--- config.mk ---
export PLATFORM = sky130hd
export DESIGN_NAME = irqp_top
export DESIGN_NICKNAME = d
export VERILOG_FILES = /design/src/hw/irqp_pkg.sv /design/src/hw/irqp_bank.sv /design/src/hw/irqp_select.sv /design/src/hw/irqp_top.sv
export SDC_FILE = /design/constraint.sdc
export NUM_CORES = 1
export LEC_CHECK = 0
export ABC_AREA = 1
export BUFFER_PORTS_ARGS = -buffer_cell sky130_fd_sc_hd__buf_4
export CORE_ASPECT_RATIO = 0.6
export CORE_UTILIZATION = 35
export DETAILED_ROUTE_END_ITERATION = 12
export GPL_TIMING_DRIVEN = 0
export MAX_ROUTING_LAYER = met4
export PLACE_DENSITY_LB_ADDON = 0.1
export SYNTH_ARGS = -nofsm -noshare
export SYNTH_HDL_FRONTEND = slang
export SYNTH_HIERARCHICAL = 1
export SYNTH_SLANG_ARGS = --single-unit
--- constraint.sdc ---
create_clock -name ref_clk -period 38.2 [get_ports ref_clk]
set_input_delay 0 -clock ref_clk [delete_from_list [all_inputs] [get_ports ref_clk]]
set_output_delay 0 -clock ref_clk [all_outputs]
set_load 0.01 [all_outputs]
--- src/hw/irqp_pkg.sv ---
// Behaviour
// - a source request pulse sets its pending bit to 1 and holds it.
// - with global enable set, enabled pending requests go to the core as vectors.
// - with global enable clear, no vector is requested; the core may poll.
// - bank b holds converter request in bit 3, serial peripheral in bit 2, read/write.
// - bank b bits 7..4 and 1..0 are reserved, read-only zero; software writes zeros.
// - bank c, all bits read/write, bit 7 is port A pin 7 or low-voltage detector.
// - bank c bit 6 is pin A6 or comparator 0, bit 5 pin A5 or comparator 1.
// - bank c bits 4..1 each latch port A or port D pin of the same index.
// - bank c bit 0 latches pin A0 request, source picked by a select setting.
// - bank d bit 7 latches timer A request, bit 6 the multi-channel timer.
// - bank d bits 3..0 each latch the port C pin of the same index.
// - a core acknowledge clears that source's pending bit until a new request.
// - software writing 0 to a pending bit clears it.
// - software writing 1 to a pending bit raises it as a source request would.
// - each bit has two enable bits: 00 off, 01/10/11 priority levels 1/2/3.
`default_nettype none

package irqp_pkg;

    // register word indices; byte address is four times the index
    localparam logic [11:0] IDX_BANK_B = 12'h0fc3;
    localparam logic [11:0] IDX_BANK_C = 12'h0fc6;
    localparam logic [11:0] IDX_BANK_D = 12'h0fc9;
    localparam logic [11:0] IDX_STATUS = 12'h0fd0;
    localparam logic [11:0] IDX_MASK = 12'h0fd1;
    localparam logic [11:0] IDX_CTRL = 12'h0fd2;

    localparam int ADDR_W = 14;

    // writable bits of each bank
    localparam logic [7:0] WMASK_BANK_B = 8'h0c;
    localparam logic [7:0] WMASK_BANK_C = 8'hff;
    localparam logic [7:0] WMASK_BANK_D = 8'hcf;

    localparam logic [7:0] RST_BANK = 8'h00;
    localparam logic [3:0] RST_EVT = 4'h0;
    localparam logic [7:0] RST_CTRL = 8'h00;

    // bank b field positions
    localparam int POS_CONV = 3;
    localparam int POS_SPI = 2;
    // bank c field positions
    localparam int POS_PA7_LVD = 7;
    localparam int POS_PA6_CMP0 = 6;
    localparam int POS_PA5_CMP1 = 5;
    localparam int POS_PA0 = 0;
    // bank d field positions
    localparam int POS_TMRA = 7;
    localparam int POS_MCT = 6;

    // status / mask bit positions
    localparam int EVT_BANK_B = 0;
    localparam int EVT_BANK_C = 1;
    localparam int EVT_BANK_D = 2;
    localparam int EVT_ACK = 3;
    localparam int EVT_W = 4;

    // control register: bit 0 picks the alternate source of bank c bit 0
    localparam int CTRL_PA0_SEL = 0;

    // flat request index: bank b at 23..16, bank c at 15..8, bank d at 7..0
    localparam int NSRC = 24;
    localparam int ID_W = 5;

    typedef struct packed {
        logic converter;
        logic serial_periph;
        logic [7:0] pin_a;
        logic low_voltage_detector;
        logic comparator0;
        logic comparator1;
        logic [4:1] pin_d;
        logic pin_a0_alt;
        logic timer_a;
        logic multichannel_timer;
        logic [3:0] pin_c;
    } irqp_src_t;

    typedef struct packed {
        logic [NSRC-1:0] hi;
        logic [NSRC-1:0] lo;
    } irqp_enable_t;

    typedef struct packed {
        logic req;
        logic [1:0] level;
        logic [ID_W-1:0] id;
    } irqp_vec_t;

endpackage

`default_nettype wire

--- src/hw/irqp_bank.sv ---
`default_nettype none

module irqp_bank
    import irqp_pkg::*;
#(
    parameter logic [7:0] WMASK = 8'hff
) (
    input wire logic ref_clk,
    input wire logic srst,
    input wire logic [7:0] set_req,
    input wire logic wr_en,
    input wire logic [7:0] wr_data,
    input wire logic [7:0] ack_clr,
    output logic [7:0] pending_ff,
    output logic new_set
);

    logic [7:0] nxt_pending;

    // a source pulse wins over a write of 0 or an acknowledge in the same cycle
    for (genvar i = 0; i < 8; i++) begin : g_bit
        if (WMASK[i]) begin : g_rw
            assign nxt_pending[i] = set_req[i] | (wr_en ? wr_data[i] :
                                    (pending_ff[i] & ~ack_clr[i]));
        end else begin : g_rsv
            assign nxt_pending[i] = 1'b0;
        end
    end

    assign new_set = |(set_req & WMASK & ~pending_ff);

    always_ff @(posedge ref_clk) begin
        if (srst) begin
            pending_ff <= RST_BANK;
        end else begin
            pending_ff <= nxt_pending;
        end
    end

endmodule

`default_nettype wire

--- src/hw/irqp_select.sv ---
`default_nettype none

module irqp_select
    import irqp_pkg::*;
(
    input wire logic [NSRC-1:0] pending,
    input wire irqp_enable_t enable,
    output logic found,
    output logic [1:0] level,
    output logic [ID_W-1:0] id
);

    // highest level wins; within a level the higher flat index wins
    always_comb begin
        found = 1'b0;
        level = 2'b00;
        id = '0;
        for (int i = 0; i < NSRC; i++) begin
            if (pending[i] && ({enable.hi[i], enable.lo[i]} != 2'b00) &&
                ({enable.hi[i], enable.lo[i]} >= level)) begin
                found = 1'b1;
                level = {enable.hi[i], enable.lo[i]};
                id = ID_W'(i);
            end
        end
    end

endmodule

`default_nettype wire

--- src/hw/irqp_top.sv ---
`default_nettype none

module irqp_top
    import irqp_pkg::*;
(
    input wire logic ref_clk,
    input wire logic srst,
    input wire logic [ADDR_W-1:0] avs_address,
    input wire logic avs_read,
    input wire logic avs_write,
    input wire logic [31:0] avs_writedata,
    input wire logic [3:0] avs_byteenable,
    output logic [31:0] avs_readdata,
    output logic avs_waitrequest,
    input wire irqp_src_t src,
    input wire irqp_enable_t enable,
    input wire logic global_interrupt_enable,
    input wire logic core_ack,
    input wire logic [ID_W-1:0] core_ack_id,
    output irqp_vec_t vec,
    output logic [7:0] pending_requests_bank_b,
    output logic [7:0] pending_requests_bank_c,
    output logic [7:0] pending_requests_bank_d,
    output logic irq
);

    // bus slave: one wait cycle, answer on the second cycle of each request
    logic wait_ff;
    logic [31:0] rdata_ff;
    logic bus_req;
    logic bus_take;
    logic bus_first;
    logic [11:0] word_idx;
    logic idx_aligned;
    logic wr_lane0;

    assign bus_req = avs_read | avs_write;
    assign bus_first = bus_req & wait_ff;
    assign bus_take = bus_req & ~wait_ff;
    assign word_idx = avs_address[ADDR_W-1:2];
    assign idx_aligned = (avs_address[1:0] == 2'b00);
    assign wr_lane0 = avs_write & bus_take & idx_aligned & avs_byteenable[0];

    logic hit_b;
    logic hit_c;
    logic hit_d;
    logic hit_status;
    logic hit_mask;
    logic hit_ctrl;

    assign hit_b = (word_idx == IDX_BANK_B);
    assign hit_c = (word_idx == IDX_BANK_C);
    assign hit_d = (word_idx == IDX_BANK_D);
    assign hit_status = (word_idx == IDX_STATUS);
    assign hit_mask = (word_idx == IDX_MASK);
    assign hit_ctrl = (word_idx == IDX_CTRL);

    logic wr_b;
    logic wr_c;
    logic wr_d;
    logic wr_status;
    logic wr_mask;
    logic wr_ctrl;
    logic [7:0] wbyte;

    assign wbyte = avs_writedata[7:0];
    assign wr_b = wr_lane0 & hit_b;
    assign wr_c = wr_lane0 & hit_c;
    assign wr_d = wr_lane0 & hit_d;
    assign wr_status = wr_lane0 & hit_status;
    assign wr_mask = wr_lane0 & hit_mask;
    assign wr_ctrl = wr_lane0 & hit_ctrl;

    // control register
    logic [7:0] ctrl_ff;

    always_ff @(posedge ref_clk) begin
        if (srst) begin
            ctrl_ff <= RST_CTRL;
        end else if (wr_ctrl) begin
            ctrl_ff <= wbyte;
        end
    end

    // source routing into the three banks
    logic [7:0] set_b;
    logic [7:0] set_c;
    logic [7:0] set_d;
    logic pa0_src;

    assign set_b = {4'h0, src.converter, src.serial_periph, 2'b00};
    assign pa0_src = ctrl_ff[CTRL_PA0_SEL] ? src.pin_a0_alt : src.pin_a[0];
    // shared pins and peripherals of bits 7..1 are simply ored: both pulse into the same latch; bit 0 takes pa0_src
    assign set_c = {src.pin_a[7] | src.low_voltage_detector,
                    src.pin_a[6] | src.comparator0,
                    src.pin_a[5] | src.comparator1,
                    src.pin_a[4:1] | src.pin_d[4:1],
                    pa0_src};
    assign set_d = {src.timer_a, src.multichannel_timer, 2'b00, src.pin_c};

    // acknowledge decode into the flat request space
    logic [NSRC-1:0] ack_flat;

    for (genvar i = 0; i < NSRC; i++) begin : g_ack
        assign ack_flat[i] = core_ack & (core_ack_id == ID_W'(i));
    end

    logic new_b;
    logic new_c;
    logic new_d;

    irqp_bank #(
        .WMASK(WMASK_BANK_B)
    ) u_bank_b (
        .ref_clk(ref_clk),
        .srst(srst),
        .set_req(set_b),
        .wr_en(wr_b),
        .wr_data(wbyte),
        .ack_clr(ack_flat[23:16]),
        .pending_ff(pending_requests_bank_b),
        .new_set(new_b)
    );

    irqp_bank #(
        .WMASK(WMASK_BANK_C)
    ) u_bank_c (
        .ref_clk(ref_clk),
        .srst(srst),
        .set_req(set_c),
        .wr_en(wr_c),
        .wr_data(wbyte),
        .ack_clr(ack_flat[15:8]),
        .pending_ff(pending_requests_bank_c),
        .new_set(new_c)
    );

    irqp_bank #(
        .WMASK(WMASK_BANK_D)
    ) u_bank_d (
        .ref_clk(ref_clk),
        .srst(srst),
        .set_req(set_d),
        .wr_en(wr_d),
        .wr_data(wbyte),
        .ack_clr(ack_flat[7:0]),
        .pending_ff(pending_requests_bank_d),
        .new_set(new_d)
    );

    // vector selection
    logic [NSRC-1:0] pend_flat;
    logic sel_found;
    logic [1:0] sel_level;
    logic [ID_W-1:0] sel_id;

    assign pend_flat = {pending_requests_bank_b, pending_requests_bank_c,
                        pending_requests_bank_d};

    irqp_select u_select (
        .pending(pend_flat),
        .enable(enable),
        .found(sel_found),
        .level(sel_level),
        .id(sel_id)
    );

    irqp_vec_t nxt_vec;

    // an acknowledge in flight drops the request for one cycle so it is not re-sent stale
    assign nxt_vec.req = global_interrupt_enable & sel_found & ~core_ack;
    assign nxt_vec.level = sel_level;
    assign nxt_vec.id = sel_id;

    always_ff @(posedge ref_clk) begin
        if (srst) begin
            vec <= '0;
        end else begin
            vec <= nxt_vec;
        end
    end

    // event status, mask and interrupt line
    logic [EVT_W-1:0] evt_ff;
    logic [EVT_W-1:0] mask_ff;
    logic [EVT_W-1:0] evt_set;
    logic [EVT_W-1:0] nxt_evt;
    logic irq_ff;

    assign evt_set = {core_ack, new_d, new_c, new_b};
    // a new event wins over a write-one clear in the same cycle
    assign nxt_evt = evt_set | (evt_ff & ~(wr_status ? wbyte[EVT_W-1:0] : '0));

    always_ff @(posedge ref_clk) begin
        if (srst) begin
            evt_ff <= RST_EVT;
            mask_ff <= RST_EVT;
            irq_ff <= 1'b0;
        end else begin
            evt_ff <= nxt_evt;
            mask_ff <= wr_mask ? wbyte[EVT_W-1:0] : mask_ff;
            irq_ff <= |(nxt_evt & (wr_mask ? wbyte[EVT_W-1:0] : mask_ff));
        end
    end

    assign irq = irq_ff;

    // read data mux
    logic [7:0] rd_byte;

    assign rd_byte = !idx_aligned ? 8'h00 :
                     hit_b ? pending_requests_bank_b :
                     hit_c ? pending_requests_bank_c :
                     hit_d ? pending_requests_bank_d :
                     hit_status ? {4'h0, evt_ff} :
                     hit_mask ? {4'h0, mask_ff} :
                     hit_ctrl ? ctrl_ff : 8'h00;

    always_ff @(posedge ref_clk) begin
        if (srst) begin
            wait_ff <= 1'b1;
            rdata_ff <= 32'h0000_0000;
        end else begin
            wait_ff <= ~bus_first;
            if (bus_first && avs_read) begin
                rdata_ff <= {24'h00_0000, rd_byte};
            end
        end
    end

    assign avs_waitrequest = wait_ff;
    assign avs_readdata = rdata_ff;

endmodule

`default_nettype wire

==> results of run 1 <==
critical path: cells and delay by family (launching register included):
| family | cells | cell delay [ns] |
|---|---|---|
| AND/OR/NAND/NOR | 83 | 8.18 |
| adder cells (fa/ha/maj) | 15 | 3.93 |
| buffers and inverters | 17 | 1.40 |
| AO/OA/AOI/OAI | 10 | 1.29 |
| flip-flops | 1 | 0.49 |
report_power, final:
| part | leakage (nW) | switching (mW) | internal (mW) |
|---|---|---|---|
| registers | 0.412 | 0.00391 | 0.0551 |
| clock network | 0.0781 | 0.0207 | 0.0310 |
| logic | 3.37 | 0.0449 | 0.0351 |
per-layer routing:
metal / global-route usage / share of wire / wire (um) / vias to the layer above
met4: 0.0385 / 0.0069 / 116 / 0
li1: - / - / - / 3162
met5: - / 0 / 0 / -
met2: 0.302 / 0.37 / 6120 / 199
met1: 0.345 / 0.55 / 9150 / 2531
met3: 0.0427 / 0.082 / 1370 / 9
through the flow:
step,instance area [sq um],power [mW],cells
after floorplan,5320,0.111,927
after global placement,6600,0.136,1263
after detailed placement,6600,0.137,1263
after CTS,6950,0.191,1289
after global routing,6950,0.207,1289
final,6950,0.191,1289
sequential cells by signal, summed over array words and instances, names as in the netlist:
| name | flops |
|---|---|
| vec | 8 |
| avs_readdata | 8 |
| evt_ff | 4 |
| u_bank_c/pending_ff | 8 |
| ctrl_ff | 8 |
| u_bank_b/pending_ff | 2 |
| avs_waitrequest | 1 |
| irq | 1 |
| mask_ff | 4 |
| u_bank_d/pending_ff | 6 |
final cells by class:
class	instances	area [sq um]
tap	198	248
clock buffer	7	133
sequential	50	1000
fill	1599	7560
inverter	175	671
buffer	42	298
clock inverter	1	30.0
timing repair buffer	156	1220
multi-input combinational	660	3350
worst min-delay path by stage:
stage | startpoint | endpoint | cells after the start
detailed placement | core_ack | vec[7] | 2
global placement | core_ack | vec[7] | 2
CTS | avs_writedata[5] | ctrl_ff[5] | 3
finish | avs_writedata[5] | ctrl_ff[5] | 3
global route | avs_writedata[5] | u_bank_c/pending_ff[5] | 3
floorplan | srst | u_bank_b/pending_ff[2] | 1
==> results.py, run 1 <==
metrics = {
    "placed_design": {
        "port-buffer-count": 138,
        "hpwl_um": 13900,
        "gp_congestion": 0.884,
        "post-place-ws_ns": 23.31,
    },
    "floorplan": {
        "start_util": 0.359,
        "rows": 34,
        "ios": 199,
        "core_sq_um": 14500,
        "die-area_sq_um": 15400,
        "die_h_um": 96.5,
        "fp.dieW_um": 160,
    },
    "worst_setup_path": {
        "cp-startpoint": "u_bank_d/pending_ff[0]",
        "endpoint_kind": "register",
        "worstPathArrival_ns": 15.62,
        "r2r_end": "vec[7]",
        "crit_path_end": "vec[7]",
        "worstRegToRegCells": 125,
        "slowest_stage": "dlygate4sd3_1",
        "cp_data_required_time_ns": 38.39,
        "start_kind": "register",
        "path_class": "register to register",
        "cp_max_fo": 7,
        "crit_top_cell": "nand2_1",
        "max_stage_delay_ns": 0.57,
        "reg2reg_slack_ns": 22.77,
        "crit-reg2reg-launch": "u_bank_d/pending_ff[0]",
    },
    "sta": {
        "setup_viol": 0,
        "final-hold-violation-count": 0,
        "min_period_ns": 15.43,
        "maxSlewViolCount": 0,
        "max_freq_mhz": 64.8,
        "hold_ws_ns": 0.00845,
        "finalClockSkew_ns": 0.0100,
        "rsz0062_at_grt": "no",
        "fin_ws_ns": 22.77,
        "period_share": 0.404,
        "maxSlewHeadroom": 0.446,
        "tightest_slew_ns": 0.824,
        "fin_tns_setup_ns": 0,
    },
    "power": {
        "peakVddDrop_v": 0.0000183,
        "p_leak_nw": 3.86,
        "power_density_nw_per_um2": 27.5,
    },
    "min_path": {
        "hp-class": "input port to register",
    },
    "clocking": {
        "clkTransAtPathRegs_ns": 0.07,
        "cts_hold_buf": 18,
        "tritoncts": "built",
        "post_cts_buffers": 0,
        "cts_num_sinks": 50,
        "cts_made_buffers": 5,
        "h-tree-depth": 2,
        "cts_root_buf": "clkbuf_16",
        "clockBufferDepth": 2,
        "ctsResizeCount": 0,
        "clk_latency_ns": 0.30,
    },
    "final_layout": {
        "final_core_util": 0.479,
        "nets": 1248,
        "mostFrequentLayoutCells": "nand2_1, buf_4, inv_1",
        "mostFrequentLayoutCell": "nand2_1",
        "n_antenna_cell": 0,
        "drive_gt1_frac": 0.224,
        "syn_to_final_growth_pct": 33.3,
    },
    "synthesis": {
        "netlist_area_sq_um": 5210,
        "yosys_warnings": 6,
        "synth_cells": 898,
        "syn_area_per_cell_sq_um": 5.80,
    },
    "global_routing": {
        "grt_pass1_wl_um": 26600,
        "grt_max_degree": 15,
        "grt_pass1_vias": 5244,
        "grt_usage": 0.227,
        "antenna_found_initial": 0,
        "grt_overflow": 0,
    },
    "detailed_routing": {
        "firstDrtPassIters": 5,
        "via_count": 5901,
        "routed_wl_um": 16800,
        "wire_per_inst_um": 13.0,
        "viasPerCell": 4.58,
        "ant_nets": 0,
        "route.detailed.drc": 0,
        "drtIter0Drc": 495,
    },
    "status": {
        "outcome": "completed",
    },
    "job": {
        "maxCapViolations": 0,
    },
}
Note: power is estimated with default switching activity, not from simulation.
==> run 2: changes to the inputs <==
- ABC_AREA: 1 -> 0
- clock period: 38.2 -> 15.3 ns (I/O delays scaled with it)
==> run 2 against run 1 <==
The run now ends with setup timing left. Global-route usage is 1.5 points higher. First-iteration DRC count is 18% lower. Cell count is 8.6% lower. Clock power is 140% higher. Register-to-register slack worse by 25 ns. Largest power group unchanged. Highest routed layer unchanged.
==> results.py, run 2 <==
metrics = {
    "sta": {
        "finalClockSkew_ns": 0.00616,
        "hold_ws_ns": 0.00734,
        "fin_ws_ns": -2.57,
        "maxSlewHeadroom": 0.189,
        "min_period_ns": 17.87,
        "period_share": 1.17,
        "rsz0062_at_grt": "yes",
        "max_freq_mhz": 56.0,
        "setup_viol": 7,
        "final-hold-violation-count": 0,
        "tightest_slew_ns": 1.20,
        "maxSlewViolCount": 0,
    },
    "floorplan": {
        "die_h_um": 97.5,
        "start_util": 0.363,
        "die-area_sq_um": 15700,
        "core_sq_um": 14700,
        "rows": 34,
        "ios": 199,
        "fp.dieW_um": 161,
    },
    "clocking": {
        "clockBufferDepth": 2,
        "cts_num_sinks": 50,
        "h-tree-depth": 2,
        "cts_made_buffers": 5,
        "cts_root_buf": "clkbuf_16",
        "clkTransAtPathRegs_ns": 0.07,
        "clk_latency_ns": 0.29,
        "tritoncts": "built",
    },
    "status": {
        "violations": "setup timing",
        "outcome": "finished, violations left",
    },
    "detailed_routing": {
        "route.detailed.drc": 0,
        "firstDrtPassIters": 8,
        "drtIter0Drc": 408,
        "routed_wl_um": 19400,
        "ant_nets": 0,
        "via_count": 6346,
        "viasPerCell": 5.39,
        "wire_per_inst_um": 16.4,
    },
    "worst_setup_path": {
        "cp_max_fo": 6,
        "start_kind": "register",
        "worstPathArrival_ns": 18.02,
        "slowest_stage": "or3b_4",
        "crit_top_cell": "nand2b_4",
        "path_class": "register to register",
        "max_stage_delay_ns": 0.40,
        "path_buf_inv": 1,
        "path_delay_family": "simple AND/OR/NAND/NOR gates",
        "cp_data_required_time_ns": 15.46,
        "endpoint_kind": "register",
    },
    "final_layout": {
        "drive_gt1_frac": 0.348,
        "mostFrequentLayoutCells": "buf_4, nand2_1, a21oi_1",
        "mostFrequentLayoutCell": "buf_4",
        "syn_to_final_growth_pct": 50.1,
        "design_area_sq_um": 7990,
        "final_core_util": 0.545,
        "fill_cells": 1446,
        "nets": 1137,
        "n_antenna_cell": 0,
    },
    "power": {
        "p_leak_nw": 3.54,
        "power_density_nw_per_um2": 68.5,
        "peakVddDrop_v": 0.0000394,
    },
    "job": {
        "maxCapViolations": 0,
    },
    "global_routing": {
        "grt_max_degree": 17,
        "grt_usage": 0.242,
        "grt_pass1_wl_um": 29500,
        "grt_overflow": 0,
        "antenna_found_initial": 0,
        "grt_pass1_vias": 5452,
    },
    "placed_design": {
        "placed_cell_area_sq_um": 6950,
        "hpwl_um": 15200,
        "gp_congestion": 0.890,
        "port-buffer-count": 134,
        "post-place-ws_ns": -3.39,
    },
    "synthesis": {
        "synth_cells": 750,
        "yosys_warnings": 6,
        "netlist_area_sq_um": 5330,
        "syn_area_per_cell_sq_um": 7.10,
    },
    "min_path": {
        "hp-class": "input port to register",
    },
}
## run 2: cell types whose count changed in the layout (fill, tap and decap cells not counted), sizes merged, moves of 11 or more
cell and change:
and3 +11, buf +40, inv -126, nand2 -143, nand2b +33, nand3 -75, nand3b +13, nor2 -43
nor2b +13, nor3 +11, nor3b +11, o21a +13, o22ai +13
## run 2: layer usage
| metal | vias to the layer above | track usage | wire length [um] |
|---|---|---|---|
| met1 | 2930 | 0.387 | 10000 |
| met4 | 0 | 0.0218 | 69 |
| met5 | - | - | 0 |
| li1 | 3153 | - | - |
| met2 | 257 | 0.317 | 7730 |
| met3 | 6 | 0.0341 | 1510 |
## run 2: cell type report
type	count	area (sq um)	area share
clock inverter	2	13.8	0.00172
tap	198	248	0.0310
multi-input combinational	625	4540	0.567
inverter	50	188	0.0235
sequential	50	1000	0.126
buffer	54	353	0.0441
clock buffer	6	150	0.0188
timing repair buffer	193	1500	0.188
## run 2: per-stage QoR
| step | std cells | setup TNS, ns | power (mW) |
|---|---|---|---|
| 2_1_floorplan | 779 | -9.18 | 0.298 |
| 5_1_grt | 1178 | -22.09 | 0.582 |
| 3_5_place_dp | 1111 | -22.08 | 0.366 |
| 3_3_place_gp | 1111 | -21.77 | 0.364 |
| 4_1_cts | 1145 | -19.08 | 0.502 |
| 6_report | 1178 | -16.71 | 0.547 |
## run 2: final timing paths
path,startpoint,end,slack (ns),cells past startpoint
hold reg to reg,avs_readdata[5],avs_readdata[5],0.46,2
hold / removal,avs_writedata[7],ctrl_ff[7],0.007,3
setup / recovery,u_bank_d/pending_ff[0],vec[7],-2.57,105
setup reg to reg,u_bank_d/pending_ff[0],vec[7],-2.57,105
## run 2: where the power goes
part / internal [mW] / leakage [nW] / switching [mW] / total, mW
Sequential: 0.137 / 0.413 / 0.0128 / 0.149
Clock: 0.0709 / 0.0824 / 0.0516 / 0.123
Combinational: 0.140 / 3.05 / 0.135 / 0.275
## run 2: worst min-delay path: cells and delay by family
| family | cells | cell delay, ns |
|---|---|---|
| AOI/OAI and AO/OA | 1 | 0.05 |
| and+or+nand+nor | 1 | 0.06 |
| buffers and inverters | 1 | 0.14 |
## run 2: what timing repair did
item	CTS	global route
pin swaps	9	62
hold buffers	19	0
hold endpoints to repair	14	0
endpoints found under the setup margin	7	7
gates resized for setup	13	50
buffers inserted	7	33
